$ cat src/design/ltsr_pkg.sv
// Purpose: Shared constants and carriers for the link training snoop registers.
// Assumes: Byte-wide register file reached by a local byte-address port.
// Notes:   Offsets are byte addresses on the local register port.
`default_nettype none
package ltsr_pkg;
  localparam logic [7:0] OFS_CLOCK_RATIO  = 8'h20;
  localparam logic [7:0] OFS_SINK_CONFIG  = 8'h31;
  localparam logic [7:0] OFS_SOURCE_TEST  = 8'h35;
  localparam logic [7:0] OFS_LANE01_REQ   = 8'h41;
  localparam logic [7:0] OFS_LANE23_REQ   = 8'h42;
  localparam logic [7:0] OFS_EQ_CONTROL2  = 8'h1E;
  localparam logic [7:0] RST_BYTE         = 8'h00;
  localparam logic [7:0] MASK_CLOCK_RATIO = 8'h02;
  localparam logic [7:0] MASK_SOURCE_TEST = 8'h2E;
  localparam logic [7:0] MASK_EQ_CONTROL2 = 8'hCF;
  localparam int         POS_RATIO        = 1;
  localparam int         POS_TIMEOUT_INH  = 5;
  localparam int         POS_FFE_DISABLE  = 3;
  localparam int         POS_DEEMPH_ONLY  = 2;
  localparam int         POS_TEST_A       = 1;
  localparam int         POS_POLARITY     = 3;
  localparam logic [3:0] REQ_FFE_ADVANCE  = 4'hE;
  localparam logic [3:0] REQ_FFE_CLEAR    = 4'hF;
  localparam logic [3:0] EQ_MAX           = 4'hF;
  localparam logic [3:0] RATE_MAX_CODE    = 4'h6;
  localparam logic [3:0] RATE_THREE_LANE  = 4'h2;

  typedef enum logic [1:0] {
    LTSR_EQM_FIXED    = 2'b00,
    LTSR_EQM_FULL     = 2'b01,
    LTSR_EQM_OTHER    = 2'b10,
    LTSR_EQM_RESERVED = 2'b11
  } ltsr_eq_mode_t;

  typedef struct packed {
    logic       wr;
    logic       rd;
    logic [7:0] addr;
    logic [7:0] data;
  } ltsr_access_t;

  typedef struct packed {
    logic        ffe_disable;
    logic        deemph_only;
    logic        test_a;
    logic        timeout_inhibit;
  } ltsr_test_t;
endpackage : ltsr_pkg
`default_nettype wire

$ cat src/design/ltsr_regs.sv
// Purpose: Snooped link configuration and training registers with EQ offset.
// Assumes: Snoop and local write strobes are synchronous to i_clk, one cycle each.
// Notes:   Snooped DDC reads and writes and local writes share one update path for the clock ratio, sink config and source test registers.
// Functional notes
// RL1 - In full adaptive mode, positive polarity adds the offset to the adapted setting.
// RL2 - Negative polarity makes codes 0 to 7 subtract 8 down to 1.
// RL3 - Offset applies only in full adaptive mode, ignored otherwise.
// RL4 - Clock ratio bit 1 holds last value; 0 is one tenth, 1 one fortieth.
// RL5 - Bits 7-4 keep maximum transmit FFE level; code n allows levels 0 to n.
// RL6 - Rate field: 0 off, 1-2 three lanes, 3-6 four lanes.
// RL7 - Clock ratio, sink config and source test fields take the latest DDC read, DDC write or local write.
// RL8 - Source test bit 5 records the training timeout inhibit request.
// RL9 - Source test bits 3, 2, 1 select no FFE, de-emphasis only, pre-shoot only.
// RL10 - Lane 0/1 requests in first register nibbles, lanes 2/3 in second.
// RL11 - Request nibbles capture last DDC read value or local write.
// RL12 - Request code Eh advances that lane's FFE level, saturating at maximum.
// RL13 - Request code Fh on any lane clears all lanes' Max_tx_ffe_level to zero.
// RL14 - Control bit 3 selects offset polarity: 0 positive, 1 negative.
// RL15 - Reported optimal equalizer result already includes the offset.
// RL16 - Pattern policies 0 and 1 hold adaptation after a rate change until a snooped lane request read.
// RL17 - Offset-adjusted setting is clamped to 0 to 15.
`default_nettype none
module ltsr_regs
(
  input  wire logic                   i_clk,
  input  wire logic                   i_rst_n,
  input  wire ltsr_pkg::ltsr_access_t i_local,
  input  wire ltsr_pkg::ltsr_access_t i_snoop,
  input  wire ltsr_pkg::ltsr_eq_mode_t i_eq_mode,
  input  wire logic [1:0]             i_pattern_policy,
  input  wire logic [3:0]             i_adapted_eq,
  output logic [7:0]                  o_rdata,
  output logic [3:0]                  o_eq_setting,
  output logic [15:0]                 o_lane_ffe_level,
  output logic                        o_bit_clock_period_ratio,
  output logic [3:0]                  o_link_rate_lane_select,
  output logic [2:0]                  o_active_lanes,
  output logic                        o_link_rate_enabled,
  output ltsr_pkg::ltsr_test_t        o_test,
  output logic                        o_adapt_allowed
);
  logic [7:0]  clock_ratio_q,  clock_ratio_d;
  logic [7:0]  sink_config_q,  sink_config_d;
  logic [7:0]  source_test_q,  source_test_d;
  logic [7:0]  lane01_req_q,   lane01_req_d;
  logic [7:0]  lane23_req_q,   lane23_req_d;
  logic [7:0]  eq_control2_q,  eq_control2_d;
  logic [15:0] ffe_level_q,    ffe_level_d;
  logic        rate_pending_q, rate_pending_d;
  logic [3:0]  eq_setting_q,   eq_setting_d;
  logic [15:0] req_nibbles;
  logic        snoop_any;
  logic        any_clear;
  logic        cfg_wr;
  logic [7:0]  cfg_addr;
  logic [7:0]  cfg_data;
  logic        req_rd;
  logic [7:0]  req_addr;
  logic [7:0]  req_data;

  // Offset-adjusted EQ with clamping instead of wrap.
  function automatic logic [3:0] apply_offset(input logic [3:0] base, input logic [2:0] mag,
                                              input logic neg);
    logic [5:0] sum;
    sum = 6'h00;
    if (!neg)
    begin
      sum = {2'b00, base} + {3'b000, mag}; // [RL1]
      apply_offset = (sum > {2'b00, ltsr_pkg::EQ_MAX}) ? ltsr_pkg::EQ_MAX : sum[3:0]; // [RL17]
    end
    else
    begin
      sum = {2'b00, base} + {3'b000, mag}; // [RL2]
      apply_offset = (sum < 6'h08) ? 4'h0 : 4'(sum - 6'h08); // [RL17]
    end
  endfunction

  // A snooped transfer takes priority over a local write in the same cycle; both are rare.
  always_comb
  begin
    snoop_any = i_snoop.wr | i_snoop.rd;
    cfg_wr   = snoop_any | i_local.wr;
    cfg_addr = snoop_any ? i_snoop.addr : i_local.addr;
    cfg_data = snoop_any ? i_snoop.data : i_local.data;
    req_rd   = i_snoop.rd | i_local.wr;
    req_addr = i_snoop.rd ? i_snoop.addr : i_local.addr;
    req_data = i_snoop.rd ? i_snoop.data : i_local.data;
  end

  always_comb
  begin
    clock_ratio_d  = clock_ratio_q;
    sink_config_d  = sink_config_q;
    source_test_d  = source_test_q;
    lane01_req_d   = lane01_req_q;
    lane23_req_d   = lane23_req_q;
    eq_control2_d  = eq_control2_q;
    ffe_level_d    = ffe_level_q;
    rate_pending_d = rate_pending_q;
    req_nibbles    = 16'h0000;
    any_clear      = 1'b0;
    if (cfg_wr && (cfg_addr == ltsr_pkg::OFS_CLOCK_RATIO))
      clock_ratio_d = cfg_data & ltsr_pkg::MASK_CLOCK_RATIO; // [RL4] [RL7]
    if (cfg_wr)
    begin
      unique case (cfg_addr)
        ltsr_pkg::OFS_SINK_CONFIG:
        begin
          sink_config_d = cfg_data; // [RL5] [RL7]
          if (cfg_data[3:0] != sink_config_q[3:0])
            rate_pending_d = 1'b1; // [RL16]
        end
        ltsr_pkg::OFS_SOURCE_TEST:
          source_test_d = cfg_data & ltsr_pkg::MASK_SOURCE_TEST; // [RL8] [RL9] [RL7]
        default:
        begin
        end
      endcase
    end
    if (i_local.wr && i_local.addr == ltsr_pkg::OFS_EQ_CONTROL2)
      eq_control2_d = i_local.data & ltsr_pkg::MASK_EQ_CONTROL2;
    if (req_rd && req_addr == ltsr_pkg::OFS_LANE01_REQ)
    begin
      lane01_req_d      = req_data; // [RL10] [RL11]
      req_nibbles[7:0]  = req_data;
      // A local write is not a read, so only a snooped read releases adaptation.
      if (i_snoop.rd)
        rate_pending_d  = 1'b0; // [RL16]
    end
    if (req_rd && req_addr == ltsr_pkg::OFS_LANE23_REQ)
    begin
      lane23_req_d      = req_data; // [RL10] [RL11]
      req_nibbles[15:8] = req_data;
      if (i_snoop.rd)
        rate_pending_d  = 1'b0; // [RL16]
    end
    for (int ln = 0; ln < 4; ln++)
      if (req_rd && req_nibbles[ln*4 +: 4] == ltsr_pkg::REQ_FFE_CLEAR)
        any_clear = 1'b1;
    for (int ln = 0; ln < 4; ln++)
    begin
      if (any_clear)
        ffe_level_d[ln*4 +: 4] = 4'h0; // [RL13]
      else if (req_rd && req_nibbles[ln*4 +: 4] == ltsr_pkg::REQ_FFE_ADVANCE
               && ffe_level_q[ln*4 +: 4] < sink_config_q[7:4])
        ffe_level_d[ln*4 +: 4] = ffe_level_q[ln*4 +: 4] + 4'h1; // [RL12]
    end
    if (i_eq_mode == ltsr_pkg::LTSR_EQM_FULL)
      eq_setting_d = apply_offset(i_adapted_eq, eq_control2_q[2:0],
                                  eq_control2_q[ltsr_pkg::POS_POLARITY]); // [RL1] [RL14] [RL15]
    else
      eq_setting_d = i_adapted_eq; // [RL3]
  end

  always_ff @(posedge i_clk)
  begin
    if (!i_rst_n)
    begin
      clock_ratio_q  <= ltsr_pkg::RST_BYTE;
      sink_config_q  <= ltsr_pkg::RST_BYTE;
      source_test_q  <= ltsr_pkg::RST_BYTE;
      lane01_req_q   <= ltsr_pkg::RST_BYTE;
      lane23_req_q   <= ltsr_pkg::RST_BYTE;
      eq_control2_q  <= ltsr_pkg::RST_BYTE;
      ffe_level_q    <= 16'h0000;
      rate_pending_q <= 1'b0;
      eq_setting_q   <= 4'h0;
    end
    else
    begin
      clock_ratio_q  <= clock_ratio_d;
      sink_config_q  <= sink_config_d;
      source_test_q  <= source_test_d;
      lane01_req_q   <= lane01_req_d;
      lane23_req_q   <= lane23_req_d;
      eq_control2_q  <= eq_control2_d;
      ffe_level_q    <= ffe_level_d;
      rate_pending_q <= rate_pending_d;
      eq_setting_q   <= eq_setting_d;
    end
  end

  always_comb
  begin
    unique case (i_local.addr)
      ltsr_pkg::OFS_CLOCK_RATIO: o_rdata = clock_ratio_q;
      ltsr_pkg::OFS_SINK_CONFIG: o_rdata = sink_config_q;
      ltsr_pkg::OFS_SOURCE_TEST: o_rdata = source_test_q;
      ltsr_pkg::OFS_LANE01_REQ:  o_rdata = lane01_req_q;
      ltsr_pkg::OFS_LANE23_REQ:  o_rdata = lane23_req_q;
      ltsr_pkg::OFS_EQ_CONTROL2: o_rdata = eq_control2_q;
      default:                   o_rdata = 8'h00;
    endcase
  end

  // Rate field decode; codes above six are unassigned and treated as disabled.
  always_comb
  begin
    o_link_rate_enabled = (sink_config_q[3:0] != 4'h0)
                          && (sink_config_q[3:0] <= ltsr_pkg::RATE_MAX_CODE); // [RL6]
    if (!o_link_rate_enabled)
      o_active_lanes = 3'h0;
    else if (sink_config_q[3:0] <= ltsr_pkg::RATE_THREE_LANE)
      o_active_lanes = 3'h3; // [RL6]
    else
      o_active_lanes = 3'h4; // [RL6]
  end

  assign o_eq_setting             = eq_setting_q;
  assign o_lane_ffe_level         = ffe_level_q;
  assign o_bit_clock_period_ratio = clock_ratio_q[ltsr_pkg::POS_RATIO];
  assign o_link_rate_lane_select  = sink_config_q[3:0];
  assign o_test = '{ffe_disable:     source_test_q[ltsr_pkg::POS_FFE_DISABLE],
                    deemph_only:     source_test_q[ltsr_pkg::POS_DEEMPH_ONLY],
                    test_a:          source_test_q[ltsr_pkg::POS_TEST_A],
                    timeout_inhibit: source_test_q[ltsr_pkg::POS_TIMEOUT_INH]};
  assign o_adapt_allowed          = !(rate_pending_q && !i_pattern_policy[1]); // [RL16]
endmodule // ltsr_regs
`default_nettype wire

$ cat config.mk
export PLATFORM = sky130hd
export DESIGN_NAME = ltsr_regs
export DESIGN_NICKNAME = d
export VERILOG_FILES = /design/src/design/ltsr_pkg.sv /design/src/design/ltsr_regs.sv
export SDC_FILE = /design/constraint.sdc
export NUM_CORES = 1
export LEC_CHECK = 0
export BUFFER_PORTS_ARGS = -buffer_cell sky130_fd_sc_hd__buf_2
export CAP_MARGIN = 20
export CORE_ASPECT_RATIO = 1.75
export CORE_MARGIN = 8
export CORE_UTILIZATION = 44
export CTS_CLUSTER_DIAMETER = 200
export DETAILED_ROUTE_END_ITERATION = 10
export PLACE_DENSITY_LB_ADDON = 0.12
export SLEW_MARGIN = 20
export SYNTH_ARGS = -nofsm -noshare
export SYNTH_HDL_FRONTEND = slang
export SYNTH_SLANG_ARGS = --single-unit
export TNS_END_PERCENT = 5
$ cat constraint.sdc
create_clock -name i_clk -period 2.3 [get_ports i_clk]
set_input_delay 0.46 -clock i_clk [delete_from_list [all_inputs] [get_ports i_clk]]
set_output_delay 0.46 -clock i_clk [all_outputs]
set_load 0.1 [all_outputs]
# == After elaboration in Yosys (flattened, before gate mapping) ==
# Cells that the tools add are included.
# word_totals
regBits,56
output_inout_bits,42
word_cells,99
# classes
addsub,6
order_cmp,8
eq_ne,21
n_mux,24
bitwise,4
n_reduce_logical,24
# ops
cell,n
8-bit by 6-bit == test with 1-bit output (second input constant),6
8-bit 2-to-1 mux,6
8-bit one-hot mux with 6 select lines,1
4-bit == test (second input constant),8
8-bit by 7-bit == test with 1-bit output (second input constant),4
1-bit logical AND,18
4-bit by 1-bit adder with 4-bit output (second input constant),4
4-bit < comparator,4
4-bit 2-to-1 mux,4
1-bit 2-to-1 mux,11
8-bit by 5-bit == test with 1-bit output (second input constant),1
3-bit 2-to-1 mux,2
4-bit by 3-bit adder with 5-bit output,1
5-bit by 4-bit > comparator with 1-bit output (second input constant),1
5-bit by 4-bit < comparator with 1-bit output (second input constant),1
4-bit by 2-bit <= comparator with 1-bit output (second input constant),1
4-bit by 3-bit <= comparator with 1-bit output (second input constant),1
4-bit inequality test,1
2-bit AND reduction,2
4-bit nonzero test,1
4-bit subtractor (second input constant),1
1-bit OR,3
2-bit by 1-bit == test with 1-bit output (second input constant),1
1-bit logical NOT,2
other kinds (2),2

# == Depth between registers and ports, before layout ==
# logic_depth
ltp_word,11
ltp_mapped,8

# == Worst setup path before layout ==
# Ideal clock, no wire load.
# synth_timing
path_kind,reg-to-output
start,reg sink_config_q[0]
end,out o_active_lanes[1]
arrival_ps,3287
slack_ps,-1447
path_stages_with_launch,5
path_buffers,2
path_cell_list,dfxtp_1 -> clkbuf_1 -> xnor2_1 -> nor3_1 -> buf_4
# synth_between
elab_chain_len,3
word_cells_on_any_way,6
cone_classes,order compare: 2; mux: 2; reduce/logical: 2
# synth_rtl
item,line_no,rtl
"start, declared",ltsr_regs.sv:43,"logic [7:0] sink_config_q, sink_config_d;"
"start signal, assigned",ltsr_regs.sv:160,sink_config_q <= ltsr_pkg::RST_BYTE;
"start signal, assigned",ltsr_regs.sv:172,sink_config_q <= sink_config_d;
4-bit by 2-bit <= comparator with 1-bit output (tied with other cells),ltsr_regs.sv:203,else if (sink_config_q[3:0] <= ltsr_pkg::RATE_THREE_LANE)
3-bit 2-to-1 mux / 1-bit logical AND (equally long branches),"ltsr_regs.sv:203, ltsr_regs.sv:200",
3-bit 2-to-1 mux (*),ltsr_regs.sv:201,if (!o_link_rate_enabled)
"end, declared",ltsr_regs.sv:37,"output logic [2:0] o_active_lanes,"
# Mark *: on every way between the ends. The rest lies on a longest branch, timed or not.

# == Worst setup path in the final report ==
# layout_timing
start,in i_local[13] (netlist bit)
end,out o_rdata[3]
# layout_between
elab_chain_len,2
word_cells_on_any_way,7
cone_classes,eq/ne: 6; mux: 1
# layout_rtl
item,line_no,rtl
"start, declared",ltsr_regs.sv:27,"input wire ltsr_pkg::ltsr_access_t i_local,"
8-bit by 5-bit == test with 1-bit output (tied with other cells),ltsr_regs.sv:185,unique case (i_local.addr)
8-bit one-hot mux with 6 select lines (*),ltsr_regs.sv:185,
"end, declared",ltsr_regs.sv:32,"output logic [7:0] o_rdata,"
# Marked as above.

==> results.tsv <==
stage	metric	value	unit
floorplanning	die_area	10900	um^2
yosys	synthCells	398	
cells_and_area	final-seq-area	1120	um^2
yosys	synth_edf_count	0	
cells_and_area	fin_nets	587	
detailed_routing	drc_errors	0	
outcome	status	complete, no violations	
cells_and_area	diodes	0	
timing	finalCritPeriodShare	0.982	
pwr	p_per_area	437	nW/um^2
global_route	first_global_vias	3438	
detailed_routing	routed_via_density	5.71	
detailed_routing	dr_total_vias	3483	
clocking	clk_pin_slew	0.07	ns
pwr	p_int	1520	uW
yosys	synth-seq-cells	56	
floorplanning	die_x	82.6	um
detailed_routing	drt_wl_total	10500	um
detailed_routing	drtAntennaViolNets	0	
yosys	yosys.area.top_type	dfxtp_1	
floorplanning	initial_core_util	0.451	
place	dp_hpwl	8320	um
pwr	ir_worst_vdd	0.418	mV
timing	fin_crit	2.26	ns
timing	final_max_slew_viol_count	0	
cells_and_area	drive_gt1_frac	0.354	
pwr	comb_power_share	0.138	
floorplanning	core.rowCount	42	
global_route	grt_pass1_wl	16300	um
global_route	antenna_found_initial	0	
yosys	synth_flop_cell	dfxtp_1	
timing	grt_setup_unrepaired	yes	
detailed_routing	drt_iter0_markers	233	
global_route	track_usage	0.188	
place	io_buffer_count	85	
yosys	avgSynthCellArea	8.58	um^2
clocking	clock-sinks	56	
floorplanning	core_area	7570	um^2
yosys	yosys-top-cells-area	dfxtp_1 (33%), ha_1 (7.0%), o211a_1 (6.2%), nand2_1 (5.7%), mux2i_1 (5.6%)	
critical_path	crit_fanout	8	
pwr	pwr-share-clk	0.386	
critical_path	crit_path_end_kind	primary output	
timing	slew_headroom	0.601	
clocking	cts-hold-fix-buffers	0	
place	place_area	4440	um^2
critical_path	arrival	1.80	ns
pwr	total_power	2050	uW
pwr	switching_share	0.258	
yosys	synth.distinct_cells	52	
run	maxCapViolCount	0	
cells_and_area	area_delta_synth_final	37.5	%
global_route	grt_start_max_net_pins	35	
cells_and_area	final_area	4700	um^2
yosys	syn_nets	464	
critical_path	crit_required	1.84	ns
place	gp_congestion	0.855	
detailed_routing	firstDrtPassIters	5	
critical_path	cp-start-kind	input port	
timing	finalHoldViolations	0	
critical_path	crit_chain	buf_6 -> nor4b_4 -> nand2_2 -> nor3b_2 -> buf_6 -> a222oi_1 -> nand2_2 -> buf_12	
floorplanning	die_h	133	um
timing	setup_viol	0	
yosys	synth.cell_area	3420	um^2
yosys	synth_warnings	0	
pwr	leakage	0.00221	uW
yosys	synthArstFlopShare	0	
detailed_routing	drt-wirelength-per-cell	17.2	um
clocking	numCtsBuffers	5	
cells_and_area	fill_cells	677	
floorplanning	boundaryPins	88	
timing	maxClockFrequency	443	MHz
pwr	seq_power_share	0.476	
yosys	ys_seq_area_frac	0.328	
cells_and_area	multi_input_area	2290	um^2
cells_and_area	post-route-util	0.621	
timing	worst_pin_slew	0.597	ns
critical_path	slowest_delay	0.31	ns
pwr	p_sw	529	uW
min_path	hold_class	in -> reg	
clocking	root_buffer	clkbuf_16	
clocking	htreeDepth	2	
clocking	cts_tree	yes	
critical_path	crit_slowest_cell	nor4b_4	
timing	skew	0.00504	ns
critical_path	worstSetupPathType	in -> out	
clocking	clk_latency	0.30	ns
global_route	grt-ovfl-total	0	
clocking	clockBufferDepth	2	
yosys	synth_top_area_frac	0.328	
[placed cells by master (no fill, tap or decap), types with 2 or more instances in the layout]
| master | synthesis | final |
|---|---|---|
| nand2_2 | 1 | 9 |
| dfxtp_1 | 56 | 53 |
| nor2_4 | 0 | 2 |
| buf_6 | 0 | 6 |
| xor2_1 | 2 | 2 |
| mux2i_1 | 19 | 19 |
| and3_1 | 2 | 2 |
| buf_4 | 5 | 47 |
| nand3_1 | 18 | 18 |
| a22oi_1 | 13 | 10 |
| inv_1 | 8 | 8 |
| nand2b_1 | 8 | 7 |
| nor2b_1 | 13 | 13 |
| o211a_1 | 21 | 21 |
| nor3_1 | 9 | 5 |
| nor3_2 | 0 | 3 |
| or4_4 | 1 | 2 |
| a21boi_0 | 6 | 6 |
| buf_2 | 1 | 75 |
| o21bai_1 | 2 | 2 |
| nand2_1 | 52 | 44 |
| o21ai_0 | 17 | 17 |
| buf_12 | 0 | 10 |
| a211oi_1 | 2 | 2 |
| a22oi_2 | 0 | 3 |
| nand4b_1 | 3 | 3 |
| nor4_1 | 6 | 5 |
| nand4_1 | 3 | 3 |
| a21oi_1 | 12 | 12 |
| dfxtp_2 | 0 | 3 |
| ha_1 | 19 | 19 |
| clkbuf_16 | 0 | 5 |
| a222oi_1 | 2 | 2 |
| mux2_2 | 5 | 5 |
| xnor2_1 | 16 | 16 |
| nor3b_1 | 3 | 2 |
| or3_1 | 3 | 3 |
| nor4b_1 | 6 | 6 |
| nor2_1 | 29 | 26 |
[logic make-up after synthesis]
family | share of synthesized area
and+or+nand+nor | 0.247
xor gates and xnor gates | 0.0462
AOI/OAI and AO/OA | 0.192
buffers and inverters | 0.0388
muxes | 0.0722
adders and majority gates | 0.0755
DFF | 0.328
[cell usage after synthesis, drive strengths merged (12+ instances only)]
cell,n
o21ai,17
mux2i,19
nand3,18
clkbuf,16
nor2,29
a22oi,13
dfxtp,56
ha,19
a21oi,12
nand2,53
xnor2,16
o211a,21
nor2b,13
[flip-flops by register name, summed over array words and instances, names as in the netlist]
signal and cells:
eq_control2_q 6, o_lane_ffe_level 16, clock_ratio_q 1, sink_config_q 8
lane23_req_q 8, rate_pending_q 1, lane01_req_q 8, o_eq_setting 4
source_test_q 4
[routing by layer]
metal	wire length (um)	track usage	share of wire	up-vias
li1	-	-	-	1695
met1	3790	0.195	0.36	1652
met2	5610	0.333	0.54	113
met3	657	0.0346	0.063	23
met4	407	0.103	0.039	0
met5	0	0	0	-
[final cells by class]
cell class,instances,area share
multi-input cells,312,0.487
flip-flops and latches,56,0.239
clock inverters,1,0.00160
repair buffers,138,0.212
well taps,88,0.0234
clock buffers,7,0.0304
inverters,8,0.00639
[repair_timing]
action / 4_1_cts / 5_1_grt
gates resized for setup: 11 / 10
buffers inserted: 2 / 0
setup endpoints to repair: 8 / 10
pin swaps: 7 / 7
[through the flow]
stage / hold WS, ns / TNS [ns] / cells / setup WS, ns
global placement: 0.450 / -0.525 / 600 / -0.230
finish: 0.397 / 0 / 610 / 0.0416
floorplan: 0.444 / -1.25 / 398 / -0.192
detailed placement: 0.469 / -0.851 / 600 / -0.246
global route: 0.429 / -0.00988 / 610 / -0.00988
CTS: 0.393 / -0.0147 / 610 / -0.0147
[worst paths after layout]
check	to	cells past startpoint	startpoint	slack (ns)
worst max-delay path	o_rdata[3]	8	i_local[13]	0.04
worst min-delay path	o_eq_setting[2]	3	i_adapted_eq[2]	0.40
worst max register to register	o_lane_ffe_level[3]	7	sink_config_q[6]	0.22
worst min register to register	eq_control2_q[7]	2	eq_control2_q[7]	0.48
[critical path: cells and delay by family]
kind	cells	cell delay, ns
AO/OA/AOI/OAI	1	0.11
buffers and inverters	3	0.44
AND/OR/NAND/NOR	4	0.78
[power by group through the flow]
stage | Combinational (uW) | Clock (uW) | Sequential [uW]
after floorplan | 108 | 0 | 1040
after global placement | 271 | 0 | 1000
after detailed placement | 274 | 0 | 1000
after CTS | 276 | 811 | 978
after global routing | 302 | 845 | 978
final | 284 | 792 | 978
Power figures use the tool's default switching activity.
